==> config.mk <==
export PLATFORM = sky130hd
export DESIGN_NAME = ise_exec
export DESIGN_NICKNAME = d
export VERILOG_FILES = /design/src/shared/ise_pkg.sv /design/src/verilog/ise_flag_reg.sv /design/src/verilog/ise_exec.sv
export SDC_FILE = /design/constraint.sdc
export NUM_CORES = 1
export LEC_CHECK = 0
export ABC_CLOCK_PERIOD_IN_PS = 6600
export BUFFER_PORTS_ARGS = -buffer_cell sky130_fd_sc_hd__buf_4
export CORE_MARGIN = 2
export CORE_UTILIZATION = 58
export CTS_BUF_LIST = sky130_fd_sc_hd__clkbuf_8
export CTS_CLUSTER_DIAMETER = 80
export DETAILED_ROUTE_END_ITERATION = 12
export GPL_TIMING_DRIVEN = 0
export PLACE_DENSITY = 0.95
export SKIP_LAST_GASP = 1
export SLEW_MARGIN = 10
export SYNTH_ARGS = -nofsm -noshare
export SYNTH_HDL_FRONTEND = slang
export SYNTH_HIERARCHICAL = 1
export SYNTH_SLANG_ARGS = --single-unit
export TNS_END_PERCENT = 1
==> constraint.sdc <==
create_clock -name clk_i -period 6.6 [get_ports clk_i]
set_clock_uncertainty 0.1 [all_clocks]
set_input_delay 0.66 -clock clk_i [delete_from_list [all_inputs] [get_ports clk_i]]
set_output_delay 0.66 -clock clk_i [all_outputs]
set_load 0.01 [all_outputs]
==> src/shared/ise_pkg.sv <==
package ise_pkg;

  // Instruction word and data widths.
  localparam int INSN_W = 12;
  localparam int DATA_W = 8;
  localparam int FADR_W = 5;

  // Opcode patterns, matched against the instruction word under a mask.
  localparam logic [11:0] OP_HALT      = 12'h003;
  localparam logic [11:0] MASK_FULL    = 12'hfff;
  localparam logic [11:0] OP_SUB       = 12'h080;
  localparam logic [11:0] OP_SWAP      = 12'h380;
  localparam logic [11:0] OP_XORF      = 12'h180;
  localparam logic [11:0] MASK_FD      = 12'hfc0;
  localparam logic [11:0] OP_DIRLOAD   = 12'h000;
  localparam logic [11:0] MASK_DIR     = 12'hff8;
  localparam logic [11:0] OP_XORL      = 12'hf00;
  localparam logic [11:0] MASK_LIT     = 12'hf00;

  // Field positions inside the instruction word.
  localparam int DEST_BIT  = 5;
  localparam int FADR_LSB  = 0;
  localparam int LIT_LSB   = 0;
  localparam int DSEL_LSB  = 0;

  // The only direction register select that the core accepts.
  localparam logic [2:0] DIR_SEL_VALID = 3'h6;

  // Reset values.
  localparam logic [7:0] ACC_RST     = 8'h00;
  localparam logic [7:0] DIR_RST     = 8'hff;
  localparam logic [7:0] WDOG_CLEAR  = 8'h00;
  localparam logic       TIMEOUT_RST = 1'b1;
  localparam logic       PDOWN_RST   = 1'b1;

  // Execution state of the core.
  typedef enum logic [1:0] {
    ISE_RUN  = 2'b01,
    ISE_HALT = 2'b10
  } ise_state_type;

endpackage

==> src/verilog/ise_flag_reg.sv <==
`timescale 1ns/1ps

// One status flag with a synchronous load and an asynchronous reset.
module ise_flag_reg #(
  parameter logic RST_VAL = 1'b0
) (
  input  wire logic clk_i,
  input  wire logic sys_rst_i,
  input  wire logic load_i,
  input  wire logic value_i,
  output logic      flag_o
);

  // The flag only moves when its instruction asks for it.
  always_ff @(posedge clk_i or posedge sys_rst_i) begin
    if (sys_rst_i) begin
      flag_o <= RST_VAL;
    end else if (load_i) begin
      flag_o <= value_i;
    end
  end

endmodule

==> src/verilog/ise_exec.sv <==
`timescale 1ns/1ps

module ise_exec (
  input  wire logic                    clk_i,
  input  wire logic                    sys_rst_i,
  input  wire logic                    insn_valid_i,
  input  wire logic [ise_pkg::INSN_W-1:0] insn_i,
  input  wire logic [ise_pkg::DATA_W-1:0] file_rdata_i,
  input  wire logic                    carry_i,
  input  wire logic                    digit_carry_i,
  input  wire logic                    zero_i,
  input  wire logic                    wake_i,
  output logic [ise_pkg::FADR_W-1:0]   file_addr_o,
  output logic [ise_pkg::DATA_W-1:0]   file_wdata_o,
  output logic                         file_we_o,
  output logic [ise_pkg::DATA_W-1:0]   acc_o,
  output logic                         carry_o,
  output logic                         digit_carry_flag_o,
  output logic                         zero_o,
  output logic                         status_we_o,
  output logic                         timeout_flag_o,
  output logic                         power_down_flag_o,
  output logic [ise_pkg::DATA_W-1:0]   pin_direction_o,
  output logic                         watchdog_clear_o,
  output logic [ise_pkg::DATA_W-1:0]   watchdog_counter_o,
  output logic                         osc_stop_o,
  output logic                         halted_o
);
  import ise_pkg::*;

  // Execution state. The codes are one-hot, so a single flop tells run
  // from halt and a corrupted code is easy to spot.
  ise_state_type state;
  ise_state_type next_state;

  // Opcode decode. Each pattern is compared under its own mask, and
  // every strobe carries the run qualifier, so a word that arrives
  // while the core is halted changes only the file address and data. The direction
  // load mask also matches the halt word; the select check below keeps
  // that overlap harmless.
  wire logic run       = (state == ISE_RUN) && insn_valid_i;
  wire logic is_halt   = run && ((insn_i & MASK_FULL) == OP_HALT);
  wire logic is_sub    = run && ((insn_i & MASK_FD) == OP_SUB);
  wire logic is_swap   = run && ((insn_i & MASK_FD) == OP_SWAP);
  wire logic is_xorf   = run && ((insn_i & MASK_FD) == OP_XORF);
  wire logic is_xorl   = run && ((insn_i & MASK_LIT) == OP_XORL);
  wire logic is_dir    = run && ((insn_i & MASK_DIR) == OP_DIRLOAD);
  wire logic [2:0] dir_sel = insn_i[DSEL_LSB +: 3];
  // Other select values are quietly ignored, like a no-operation; a
  // select that names no register must not disturb the pins.
  wire logic dir_ok    = is_dir && (dir_sel == DIR_SEL_VALID);
  wire logic dest_file = insn_i[DEST_BIT];
  wire logic [DATA_W-1:0] lit = insn_i[LIT_LSB +: DATA_W];

  // The subtraction is done as f + ~W + 1, so the carry out is the
  // inverted borrow and the nibble carry is the inverted nibble borrow.
  // Both sums are one bit wider than their operands so that the carry
  // out is never lost to truncation, and the nibble sum is kept apart
  // rather than sliced from the byte sum, whose bit 4 is a sum bit.
  wire logic [DATA_W:0] sub_sum =
    {1'b0, file_rdata_i} + {1'b0, ~acc_o} + 9'h001;
  wire logic [4:0] sub_low =
    {1'b0, file_rdata_i[3:0]} + {1'b0, ~acc_o[3:0]} + 5'h01;
  wire logic sub_carry = sub_sum[DATA_W];
  wire logic sub_dc    = sub_low[4];

  // Plain results. The swap is only wiring; the two exclusive-OR forms
  // share nothing, because one takes the file and the other the literal.
  wire logic [DATA_W-1:0] swap_res =
    {file_rdata_i[3:0], file_rdata_i[7:4]};
  wire logic [DATA_W-1:0] xorf_res = acc_o ^ file_rdata_i;
  wire logic [DATA_W-1:0] xorl_res = acc_o ^ lit;

  // Result selection for the file-register group. The same result feeds
  // both the working register and the file write port, and the
  // destination bit only picks which of the two is told to load it.
  wire logic fd_op = is_sub || is_swap || is_xorf;
  wire logic [DATA_W-1:0] fd_res =
    is_sub  ? sub_sum[DATA_W-1:0] :
    is_swap ? swap_res : xorf_res;
  wire logic [DATA_W-1:0] next_acc =
    is_xorl ? xorl_res : fd_res;
  wire logic acc_load = is_xorl || (fd_op && !dest_file);
  wire logic file_load = fd_op && dest_file;

  // Flag updates. Swap and direction load touch no flag; for them the
  // flag outputs simply repeat the inputs, so a status register that
  // ignored the write pulse would still see no change. Zero is judged
  // on the result itself, so it is right for either destination.
  wire logic zero_load  = is_sub || is_xorf || is_xorl;
  wire logic next_zero  = (next_acc == 8'h00);
  wire logic next_carry = is_sub ? sub_carry : carry_i;
  wire logic next_dc    = is_sub ? sub_dc : digit_carry_i;
  wire logic next_z     = zero_load ? next_zero : zero_i;

  // Next state. Halt is left only when the wake input is raised; the
  // wake sources themselves belong to the logic outside this block.
  // An illegal code falls back to run rather than locking the core.
  always_comb begin
    next_state = state;
    case (state)
      ISE_RUN: begin
        if (is_halt) begin
          next_state = ISE_HALT;
        end
      end
      ISE_HALT: begin
        if (wake_i) begin
          next_state = ISE_RUN;
        end
      end
      default: begin
        next_state = ISE_RUN;
      end
    endcase
  end

  // State register. The asynchronous reset puts the core back in run
  // with no instruction pending.
  always_ff @(posedge clk_i or posedge sys_rst_i) begin
    if (sys_rst_i) begin
      state <= ISE_RUN;
    end else begin
      state <= next_state;
    end
  end

  // One named wire for the halt level, shared by both halt outputs, so
  // the two can never disagree by a cycle.
  wire logic enter_halt = (next_state == ISE_HALT);

  // Oscillator stop, raised on the edge that takes the halt word. It is
  // kept apart from the halted level so that the clock gate outside can
  // be retimed without touching the decoder.
  always_ff @(posedge clk_i or posedge sys_rst_i) begin
    if (sys_rst_i) begin
      osc_stop_o <= 1'b0;
    end else begin
      osc_stop_o <= enter_halt;
    end
  end

  // Halted level for the fetch path. While it stands, every word on the
  // instruction port is ignored, which is what keeps the halt to one
  // word and one cycle however long the fetch path keeps offering words.
  always_ff @(posedge clk_i or posedge sys_rst_i) begin
    if (sys_rst_i) begin
      halted_o <= 1'b0;
    end else begin
      halted_o <= enter_halt;
    end
  end

  // Working register. It moves only for a word that names it as the
  // destination, so the direction load below always copies the value
  // that the previous instruction left behind.
  always_ff @(posedge clk_i or posedge sys_rst_i) begin
    if (sys_rst_i) begin
      acc_o <= ACC_RST;
    end else if (acc_load) begin
      acc_o <= next_acc;
    end
  end

  // Pin direction register. A refused select keeps the old directions,
  // since guessing at another port could turn an input into a driver
  // and fight whatever the board has connected to that pin.
  always_ff @(posedge clk_i or posedge sys_rst_i) begin
    if (sys_rst_i) begin
      pin_direction_o <= DIR_RST;
    end else if (dir_ok) begin
      pin_direction_o <= acc_o;
    end
  end

  // File write address and data. They follow every word, taken or not;
  // only the write enable below says whether the file may use them, so
  // the file must never write on address and data alone.
  always_ff @(posedge clk_i or posedge sys_rst_i) begin
    if (sys_rst_i) begin
      file_addr_o  <= '0;
      file_wdata_o <= '0;
    end else begin
      file_addr_o  <= insn_i[FADR_LSB +: FADR_W];
      file_wdata_o <= fd_res;
    end
  end

  // File write enable, a one-cycle pulse for a file destination.
  // It is the only qualifier of the address and data above.
  always_ff @(posedge clk_i or posedge sys_rst_i) begin
    if (sys_rst_i) begin
      file_we_o <= 1'b0;
    end else begin
      file_we_o <= file_load;
    end
  end

  // Carry out. Outside a subtraction it repeats the carry input, so the
  // status register may take the whole group without losing a bit.
  always_ff @(posedge clk_i or posedge sys_rst_i) begin
    if (sys_rst_i) begin
      carry_o <= 1'b0;
    end else begin
      carry_o <= next_carry;
    end
  end

  // Digit carry out, the inverted borrow out of the low nibble.
  // Like the carry, it repeats its input for every other word.
  always_ff @(posedge clk_i or posedge sys_rst_i) begin
    if (sys_rst_i) begin
      digit_carry_flag_o <= 1'b0;
    end else begin
      digit_carry_flag_o <= next_dc;
    end
  end

  // Zero out, judged on the result whichever destination it goes to.
  // A file destination still reports zero, as software expects.
  always_ff @(posedge clk_i or posedge sys_rst_i) begin
    if (sys_rst_i) begin
      zero_o <= 1'b0;
    end else begin
      zero_o <= next_z;
    end
  end

  // Status write pulse. Swap and direction load leave it low, so the
  // status register keeps its flags even if the inputs above drift.
  always_ff @(posedge clk_i or posedge sys_rst_i) begin
    if (sys_rst_i) begin
      status_we_o <= 1'b0;
    end else begin
      status_we_o <= zero_load;
    end
  end

  // Watchdog prescaler clear, a one-cycle pulse to the timer outside.
  // A longer pulse would hold the prescaler and lose timer ticks.
  always_ff @(posedge clk_i or posedge sys_rst_i) begin
    if (sys_rst_i) begin
      watchdog_clear_o <= 1'b0;
    end else begin
      watchdog_clear_o <= is_halt;
    end
  end

  // Watchdog counter value seen by software. The counting itself lives
  // in the timer outside; this copy only has to show zero after a halt,
  // which is a known limitation of keeping the timer out of this block.
  always_ff @(posedge clk_i or posedge sys_rst_i) begin
    if (sys_rst_i) begin
      watchdog_counter_o <= WDOG_CLEAR;
    end else if (is_halt) begin
      watchdog_counter_o <= WDOG_CLEAR;
    end
  end

  // Halt sets timeout and clears power-down through two copies of the
  // same small flag cell. The wake flag is not an output here, so it
  // cannot be disturbed; the wake logic outside keeps it as it was.
  ise_flag_reg #(.RST_VAL(TIMEOUT_RST)) u_timeout (
    .clk_i    (clk_i),
    .sys_rst_i(sys_rst_i),
    .load_i   (is_halt),
    .value_i  (1'b1),
    .flag_o   (timeout_flag_o)
  );

  // Power-down flag; reset high, cleared by every halt.
  ise_flag_reg #(.RST_VAL(PDOWN_RST)) u_pdown (
    .clk_i    (clk_i),
    .sys_rst_i(sys_rst_i),
    .load_i   (is_halt),
    .value_i  (1'b0),
    .flag_o   (power_down_flag_o)
  );

endmodule

; Yosys cells after proc, flatten, opt, wreduce, memory -nomap -nowiden
; Cells that the tools add are included.
[word_totals]
ff_bits = 39
inputBits = 27
out_inout_bits = 47
elab_cells = 57
[op_classes]
add_sub_neg = 4
n_eq_ne = 9
mux = 9
n_bitwise = 4
reduce_logical = 18
[ops]
columns = cell, count
row1 = $mux W8, 3
row2 = $xor A8 B8 Y8, 2
row3 = $eq A12 B2 Y1 const B, 1
row4 = $logic_not A12 Y1, 1
row5 = $logic_and A1 B1 Y1, 10
row6 = $add A8 B8 Y9, 1
row7 = $add A9 B1 Y9 const B, 1
row8 = $logic_not A8 Y1, 1
row9 = $not A8 Y8, 1
row10 = $eq A6 B2 Y1 const B, 1
row11 = $eq A6 B3 Y1 const B, 1
row12 = $eq A6 B4 Y1 const B, 1
row13 = $add A4 B4 Y5, 1
row14 = $add A5 B1 Y5 const B, 1
row15 = $logic_or A1 B1 Y1, 5
row16 = $eq A2 B2 Y1 const B, 2
row17 = $eq A4 B4 Y1 const B, 1
row18 = $mux W2, 2
row19 = $not A4 Y4, 1
row20 = $pmux W2 S2, 1
row21 = $eq A3 B3 Y1 const B, 1
row22 = $mux W1, 3
row23 = $eq A2 B1 Y1 const B, 1
row24 = $logic_not A1 Y1, 1

; Logic depth before layout (Yosys ltp)
; Gate-level depths: netlist of the first run.
[depth]
word_depth = 8
depth_mapped = 11
mapped_depth_nobuf = 11

; By module
; Netlist of the first run, hierarchy kept.
[by_module_without_submodules]
columns = module, instances, cells_each, area_per_inst_um2, seq_area_each_um2
row1 = ise_exec, 1, 255, 2396.0, 962.2
row2 = ise_flag_reg, 2, 3, 45.0, 26.3

; Worst setup path after synthesis of the first run
; OpenSTA, ideal clock, no wires.
[synth_path]
path_type = register -> register
startpoint = register state[0]
endpoint = register zero_o
setup_ns = 0.120
arrival_time_ns = 2.432
required_ns = 6.380
setup_slack_ns = 3.949
stages_incl_launch_ff = 9
path_buffers = 0
synth_period_minus_slack_ns = 2.651
cell_sequence = dfstp_2 > ha_1 > nand2_2 > or3_1 > and3_1 > or4_1 > a311oi_2 > nor2_1 > a31o_1
[synth_via]
elab_chain_len = 8
elab_cells_between_ends = 13
cone_classes = eq/ne (1) / mux (4) / reduce/logical (8)
[synth_lines]
columns = item, line_no
row1 = from (decl), ise_exec.sv:33  ; ise_state_type state;
row2 = from (signal assigned), ise_exec.sv:124  ; state <= next_state;
row3 = $eq A2 B1 Y1 *, ise_exec.sv:41  ; wire logic run = (state == ISE_RUN) && insn_valid_i;
row4 = $logic_and A1 B1 Y1 *, ise_exec.sv:41
row5 = $logic_and A1 B1 Y1, ise_exec.sv:44  ; wire logic is_swap = run && ((insn_i & MASK_FD) == OP_SWAP);
row6 = $mux W8, ise_exec.sv:80  ; is_swap ? swap_res : xorf_res;
row7 = $mux W8, ise_exec.sv:79  ; is_sub ? sub_sum[DATA_W-1:0] :
row8 = $mux W8, ise_exec.sv:82  ; is_xorl ? xorl_res : fd_res;
row9 = $logic_not A8 Y1, ise_exec.sv:91  ; wire logic next_zero = (next_acc == 8'h00);
row10 = $mux W1 *, ise_exec.sv:94  ; wire logic next_z = zero_load ? next_zero : zero_i;
row11 = via next_z, ise_exec.sv:94
row12 = to (signal assigned), ise_exec.sv:225  ; zero_o <= next_z;
row13 = to (decl), ise_exec.sv:19  ; output logic zero_o,
; The timed path passes the listed nets; every way through them passes the cells marked *.
; A chain may end at the register's enable or synchronous reset.

; Worst setup path after layout of the first run
; Ends and elaborated chain as after synthesis.

==> results.cfg, run 1 <==
[sta]
holdWs_ps = 271.3
min_period_over_period_pct = 45.59
rsz0062_at_grt = false
fin_crit_ps = 3009
slew_headroom_pct = 30.98
setup_viol = 0
finalMaxSlewViolations = 0
fmax_mhz = 332.3
tns_ps = 0
tightest_slew_ps = 1027
finalHoldViolCount = 0

[grt]
grt.busiest_layer = met2
grt_max_degree = 39
grt_pass1_wl_mm = 10.74
antenna_found_initial = 0
overflow = 0
track_usage_pct = 28.12
use_met1_pct = 35.94
gr-usage-met2_pct = 47.97
first_global_vias = 2206
met3_usage_pct = 5.814

[clocking]
cts_buffers = 5
cts_resized = 0
clk_pin_slew_ps = 80
cts_htree_levels = 2
cts_tree = done
clk_latency_ps = 290
postCtsSetupBuffers = 0
hold_buffers = 0
clock_path_buffers = 2
clock-sinks = 40
clock-root-buffer = clkbuf_8

[finish]
fillCellCount = 272
multi_input_comb_area_um2 = 1315
nets = 378
drive_gt1_share_pct = 35.48
area_delta_synth_final_pct = 27.93
diodes = 0
register_area_um2 = 1015

[power_and_ir_drop]
p_total_mw = 1.057
power_density_nw_per_um2 = 332.3
p_int_mw = 0.6467
power_frac_comb_pct = 46.5
clockPowerShare_pct = 20.0
leakagePower_nw = 1.560
p_sw_share_pct = 38.80
peakVddDrop_mv = 0.1768
power.switching_mw = 0.4101
seq_power_share_pct = 33.5

[min_path]
hp-class = primary input to async pin

[detailed_routing]
routedWlPerCell_um = 16.79
drtPass1Iterations = 4
vias = 2235
drc = 0
post_drt_via_cell_ratio = 5.716
ant_nets = 0
drt_iter0_drc = 239
wirelength_mm = 6.564

[worst_setup_path]
cp_slowest_cell = dfstp_2
rrSetupSlack_ps = 3590
reg2reg_depth = 8
worstSetupStartpointType = register
max_stage_delay_ps = 580
crit_path_end_kind = register
crit_path_cell_trace = ha_1 -> nand2_2 -> or3_1 -> and3_1 -> or4_1 -> a311oi_2 -> nor2_1 -> a31o_1
r2r-start = state[0]$_DFF_PP1_
crit_required_ps = 6670
critical_path_class = register to register
arrival_ps = 3080
cp_max_fo = 6
crit_family = simple AND/OR/NAND/NOR gates
critPathBufInv = 0
path_depth = 8
r2r-end = zero_o$_DFF_PP0_

[yosys]
synth_common_cells = 31 x nor2_1, 29 x dfrtp_1, 21 x inv_1
synth_edf_count = 0
ys_ff_latch = 40
async_flop_share_pct = 100.0
synth_warnings = 6
synth_cells = 261
yosysTopAreaCell = dfrtp_1
ys_seq_area_share_pct = 40.82
syn_area_per_cell_um2 = 9.525
yosys.area.top_type_share_pct = 29.19
yosysMostFrequentCell = nor2_1
netlist_area_um2 = 2486
yosysUniqueCellTypes = 61
synthFlopType = dfrtp_1
synth.area.top_cells = dfrtp_1 29%, dfstp_2 12%, ha_1 5.0%

[job]
drv_cap = 0

[floorplan]
die-area_um2 = 4826
row_count = 23
dieHeight_um = 69.47
initial_core_util_pct = 61.27
pin_count = 74
core-area_um2 = 4058
die_x_um = 69.47

[placed_design]
place_congestion = 0.9543
portBuffers = 64
dp_hpwl_mm = 5.123

[status]
status = finished clean
## worst reg2reg max path, stage by stage (launching register included)
cell and delay (ps):
dfstp_2 580, ha_1 300, nand2_2 130, or3_1 420, and3_1 200, or4_1 520, a311oi_2 260, nor2_1 130
a31o_1 250
## worst max path at each step
| stage | start | endpoint | slack (ps) |
|---|---|---|---|
| floorplan | state[0]$_DFF_PP1_ | zero_o$_DFF_PP0_ | 3950 |
| global placement | file_rdata_i[0] | zero_o$_DFF_PP0_ | 3500 |
| detailed placement | file_rdata_i[0] | zero_o$_DFF_PP0_ | 3540 |
| CTS | state[0]$_DFF_PP1_ | zero_o$_DFF_PP0_ | 3620 |
| global route | state[0]$_DFF_PP1_ | acc_o[3]$_DFFE_PP0P_ | 3400 |
| finish | state[0]$_DFF_PP1_ | zero_o$_DFF_PP0_ | 3590 |
## power by group through the flow
stage | Clock, mW | Sequential, mW | Combinational (mW)
5_1_grt | 0.229 | 0.362 | 0.536
3_5_place_dp | 0 | 0.358 | 0.484
4_1_cts | 0.216 | 0.355 | 0.487
2_1_floorplan | 0 | 0.371 | 0.286
3_3_place_gp | 0 | 0.354 | 0.473
6_report | 0.211 | 0.354 | 0.491
## per-stage QoR
stage                     area (um2)  std cells  utilization, %  setup WS (ps)
after floorplan                 2516        269               -           3949
after global placement          3059        383           75.39           3504
after detailed placement        3059        383           75.39           3543
after CTS                       3181        391           78.38           3615
after global routing            3181        391           78.38           3397
final                           3181        391           78.38           3591
## per-layer routing
metal | vias up | wire length (um)
met1 | 1048 | 2604
met5 | - | 0
li1 | 1064 | -
met3 | 14 | 561
met2 | 109 | 3263
met4 | 0 | 134
## cells by family after synthesis
group	count (synthesis)	synth area share, %
compound gates	54	15.80
fa+ha+maj	11	5.838
flops	40	40.82
simple gates	90	19.23
buf+inv	39	7.498
mux	16	7.348
xor+xnor	9	3.171
other cells	2	0.3021
## cell type report
| class | count | area share [%] |
|---|---|---|
| sequential | 40 | 31.90 |
| inverter | 21 | 2.478 |
| timing repair buffer | 64 | 15.11 |
| multi-input combinational | 190 | 41.35 |
| tap | 50 | 1.967 |
| clock buffer | 6 | 2.596 |
| buffer | 18 | 3.383 |
| clock inverter | 2 | 1.220 |
## registers in the layout, indices dropped and copies added, names as in the netlist
signal and count:
status_we_o 1, pin_direction_o 8, file_wdata_o 8, halted_o 1, state 2, u_timeout/flag_o 1, file_addr_o 5, zero_o 1
digit_carry_flag_o 1, watchdog_clear_o 1, u_pdown/flag_o 1, acc_o 8, carry_o 1, file_we_o 1
## cells in the final DEF (no fill, tap or decap), drive strengths merged, types with 4 or more instances in the layout
| master | netlist | final |
|---|---|---|
| buf | 14 | 78 |
| nor2 | 32 | 32 |
| dfrtp | 29 | 29 |
| inv | 21 | 21 |
| nand2 | 13 | 13 |
| a21oi | 13 | 13 |
| mux2 | 12 | 12 |
| nand3 | 11 | 11 |
| dfstp | 11 | 11 |
| nor3 | 11 | 11 |
| ha | 10 | 10 |
| conb | 2 | 10 |
| clkbuf | 4 | 10 |
| o21ai | 9 | 9 |
| xor2 | 6 | 6 |
| a21o | 5 | 5 |
| and3 | 5 | 5 |
| a311oi | 5 | 5 |
| mux2i | 4 | 4 |
No activity file was read; power rests on OpenSTA's default activity.
==> run 2, diff against run 1 <==
- ABC_CLOCK_PERIOD_IN_PS: 6600 -> 2600
- CORE_UTILIZATION: 58 -> 48
- PLACE_DENSITY: 0.95 -> 0.87
- clock period: 6.6 -> 2.6 ns (I/O delays scaled with it)
==> results.cfg, run 2 (synthesis gave the netlist of run 1 again) <==
[sta]
finalMaxSlewViolations = 0
setup_slack_ps = -194.5
tightest_slew_ps = 761.3
fmax_mhz = 357.8
setup_viol = 1
slew_headroom_pct = 49.17
tns_ps = -194.5
fin_crit_ps = 2794
min_period_over_period_pct = 107.5
finalHoldViolCount = 0
rsz0062_at_grt = true

[power_and_ir_drop]
peakVddDrop_mv = 0.4594
power_density_nw_per_um2 = 843.6
leakagePower_nw = 1.623

[placed_design]
portBuffers = 64
placed_cells = 403
dp_hpwl_mm = 4.977
dp_slack_ps = -266.3
place_congestion = 0.9249

[clocking]
clock-sinks = 40
clk_pin_slew_ps = 80
clk_latency_ps = 300
cts_tree = done
cts_buffers = 5
clock_path_buffers = 2
clock-root-buffer = clkbuf_8
cts_htree_levels = 2

[finish]
area_delta_synth_final_pct = 35.43
nets = 389
mostFrequentLayoutCells = 84 x buf_4, 31 x nor2_1, 24 x dfrtp_1
layout_commonest_cell = buf_4
diodes = 0
reg_top3 = acc_o x8, file_wdata_o x8, pin_direction_o x8
finish.utilization_pct = 66.77
final_cells = 422
drive_gt1_share_pct = 41.76

[worst_setup_path]
cp_slowest_cell = dfstp_2
crit_required_ps = 2680
crit_path_cell_trace = ha_4 -> nand2_4 -> or3_4 -> and3_4 -> or4_4 -> a311oi_2 -> nor2_1 -> a31o_1
critical_path_class = register to register
worstSetupStartpointType = register
cp_max_fo = 5
critPathBufInv = 0
arrival_ps = 2870
crit_family = simple AND/OR/NAND/NOR gates
crit_path_end_kind = register
max_stage_delay_ps = 590

[detailed_routing]
drtPass1Iterations = 4
post_drt_via_cell_ratio = 5.443
drt_iter0_drc = 117
routedWlPerCell_um = 15.54
wirelength_mm = 6.556
drc = 0
vias = 2297
ant_nets = 0

[floorplan]
die_x_um = 75.97
row_count = 26
core-area_um2 = 5042
dieHeight_um = 75.97
initial_core_util_pct = 49.31
die-area_um2 = 5771
pin_count = 74

[grt]
first_global_vias = 2142
grt_max_degree = 39
track_usage_pct = 22.33
overflow = 0
antenna_found_initial = 0
grt_pass1_wl_mm = 10.30

[job]
drv_cap = 0

[min_path]
hp-class = primary input to register

[status]
status = complete, but fails checks
violations = negative setup slack
[run 2: cell type report]
class | count | area [um2]
clock inverters | 2 | 38.79
multi-input cells | 190 | 1375
repair buffers | 77 | 583.1
flip-flops and latches | 40 | 1021
well taps | 70 | 87.58
inverters | 21 | 78.83
clock buffers | 6 | 82.58
fillers | 394 | 1675
plain buffers | 16 | 100.1
[run 2: power breakdown]
| part | switching (mW) | total (mW) | internal, mW |
|---|---|---|---|
| combinational | 0.724 | 1.41 | 0.685 |
| clock | 0.221 | 0.535 | 0.314 |
| sequential | 0.124 | 0.896 | 0.772 |
[run 2: metal layers]
| layer | up-vias | track usage, % | part of all wire, % |
|---|---|---|---|
| met5 | - | 0 | 0 |
| met4 | 0 | 7.636 | 2.0 |
| met3 | 11 | 4.976 | 6.9 |
| met2 | 101 | 36.96 | 49 |
| met1 | 1087 | 29.15 | 42 |
| li1 | 1098 | - | - |
[run 2: worst paths after layout]
| check | startpoint | to | slack (ps) | cells after the start |
|---|---|---|---|---|
| setup / recovery | state[0]$_DFF_PP1_ | zero_o$_DFF_PP0_ | -190 | 8 |
| hold / removal | insn_i[3] | file_addr_o[3]$_DFF_PP0_ | 20 | 1 |
| setup reg to reg | state[0]$_DFF_PP1_ | zero_o$_DFF_PP0_ | -190 | 8 |
| hold reg to reg | acc_o[3]$_DFFE_PP0P_ | acc_o[3]$_DFFE_PP0P_ | 450 | 1 |
| max in group asynchronous | sys_rst_i | acc_o[1]$_DFFE_PP0P_ | 1280 | 3 |
| min in group asynchronous | sys_rst_i | u_pdown/flag_o$_DFFE_PP1P_ | 430 | 3 |
[run 2: what timing repair did]
action	4_1_cts	5_1_grt
endpoints found under the setup margin	8	9
pin swaps	0	7
hold endpoints to repair	3	0
hold buffers	2	0
setup buffers	0	11
resized for setup	1	14
[run 2: metrics by stage]
step                instance area [um2]  power, mW  hold WS, ps
detailed placement                 3097      2.137        183.9
global route                       3367      3.018        8.927
floorplan                          2529      1.679        49.70
finish                             3367      2.840        15.98
CTS                                3243      2.677        13.96
global placement                   3097      2.087        176.6
==> run 3, diff against run 2 <==
- CTS_CLUSTER_SIZE: unset -> 14
- SETUP_SLACK_MARGIN: unset -> 0.4
==> results.cfg, run 3 (synthesis gave the netlist of run 1 again) <==
[grt]
first_global_vias = 2306
antenna_found_initial = 0
track_usage_pct = 24.74
overflow = 0
grt_pass1_wl_mm = 11.41
grt_max_degree = 39

[placed_design]
place_congestion = 0.9207
dp_hpwl_mm = 5.132
placed_area_um2 = 3102
portBuffers = 64

[worst_setup_path]
arrival_ps = 2670
critical_path_class = register to register
crit_path_end_kind = register
cp_max_fo = 5
worstSetupStartpointType = register
crit_required_ps = 2680

[finish]
post-route-cell-area_um2 = 3346
register_area_um2 = 1021
nets = 390
mostFrequentLayoutCells = 82 x buf_4, 30 x nor2_1, 24 x dfrtp_1
fillCellCount = 411
diodes = 0
area_delta_synth_final_pct = 34.57
multi_input_comb_area_um2 = 1385
layout_commonest_cell = buf_4
finish.utilization_pct = 66.35
drive_gt1_share_pct = 42.49
reg_top3 = acc_o x8, file_wdata_o x8, pin_direction_o x8

[sta]
tns_ps = 0
fin_crit_ps = 2592
setup_viol = 0
holdWs_ps = 5.874
tightest_slew_ps = 810.6
slew_headroom_pct = 45.88
finalMaxSlewViolations = 0
fmax_mhz = 385.9
rsz0062_at_grt = true
finalHoldViolCount = 0
min_period_over_period_pct = 99.68

[power_and_ir_drop]
leakagePower_nw = 1.608
p_sw_share_pct = 39.84
power_frac_comb_pct = 53.2
seq_power_share_pct = 31.8
power.switching_mw = 1.086
p_int_mw = 1.639
peakVddDrop_mv = 0.4487
clockPowerShare_pct = 15.0
p_total_mw = 2.725
power_density_nw_per_um2 = 814.4

[status]
status = finished clean

[floorplan]
dieHeight_um = 75.97
die-area_um2 = 5771
initial_core_util_pct = 49.31
die_x_um = 75.97
row_count = 26
core-area_um2 = 5042
pin_count = 74

[detailed_routing]
vias = 2332
drtPass1Iterations = 4
drt_iter0_drc = 191
ant_nets = 0
post_drt_via_cell_ratio = 5.513
drc = 0
wirelength_mm = 6.910
routedWlPerCell_um = 16.34

[job]
drv_cap = 0

[clocking]
clk_latency_ps = 300
cts_htree_levels = 2
clock-root-buffer = clkbuf_8
clock-sinks = 40
clk_pin_slew_ps = 90
cts_tree = done
cts_buffers = 5
clock_path_buffers = 2

[min_path]
hp-class = primary input to register
==> run 3: worst paths after layout <==
path | start | endpoint | slack (ps) | cells past startpoint
min | insn_i[3] | file_addr_o[3]$_DFF_PP0_ | 6 | 1
min in group asynchronous | sys_rst_i | u_pdown/flag_o$_DFFE_PP1P_ | 450 | 3
max in group asynchronous | sys_rst_i | acc_o[7]$_DFFE_PP0P_ | 1240 | 3
max reg2reg | state[0]$_DFF_PP1_ | zero_o$_DFF_PP0_ | 8 | 8
min reg2reg | acc_o[1]$_DFFE_PP0P_ | acc_o[1]$_DFFE_PP0P_ | 460 | 2
max | state[0]$_DFF_PP1_ | zero_o$_DFF_PP0_ | 8 | 8
==> run 3: through the flow <==
step	worst slack, ps	instances
final	8.413	423
after global routing	-25.59	423
after CTS	58.70	421
after detailed placement	-200.7	403
after global placement	-161.9	403
after floorplan	115.9	269
==> run 3: cell type report <==
class	instances	share of cell area [%]
clock inverters	3	0.4862
multi-input cells	190	41.40
clock buffers	5	2.057
repair buffers	76	17.28
inverters	21	2.356
plain buffers	18	3.291
well taps	70	2.618
flip-flops and latches	40	30.52
==> run 3: routing by layer <==
layer / track usage [%] / routed length [um] / vias to the layer above
li1: - / - / 1093
met1: 32.22 / 2825 / 1104
met2: 42.05 / 3469 / 117
met3: 4.265 / 439 / 18
met4: 8.364 / 175 / 0
met5: 0 / 0 / -
==> run 3: critical path: stages (launching register included) <==
cell      delay (ps)
dfstp_2          560
ha_4             150
nand2_4           70
or3_4            330
and3_1           160
or4_1            480
a311oi_2         270
nor2_1           120
a31o_1           220
==> run 3: timing repair <==
| action | in CTS | in global routing |
|---|---|---|
| setup buffers | 7 | 2 |
| endpoints found under the hold margin | 4 | 0 |
| pin swaps | 4 | 3 |
| hold buffers | 3 | 0 |
| setup endpoints to repair | 25 | 26 |
| resized for setup | 12 | 9 |
==> run 3: power groups by stage <==
| stage | Clock, mW | Combinational [mW] | Sequential, mW |
|---|---|---|---|
| final | 0.408 | 1.45 | 0.866 |
| after global routing | 0.445 | 1.57 | 0.881 |
| after CTS | 0.418 | 1.40 | 0.860 |
| after detailed placement | 0 | 1.24 | 0.905 |
| after global placement | 0 | 1.20 | 0.899 |
| after floorplan | 0 | 0.741 | 0.944 |
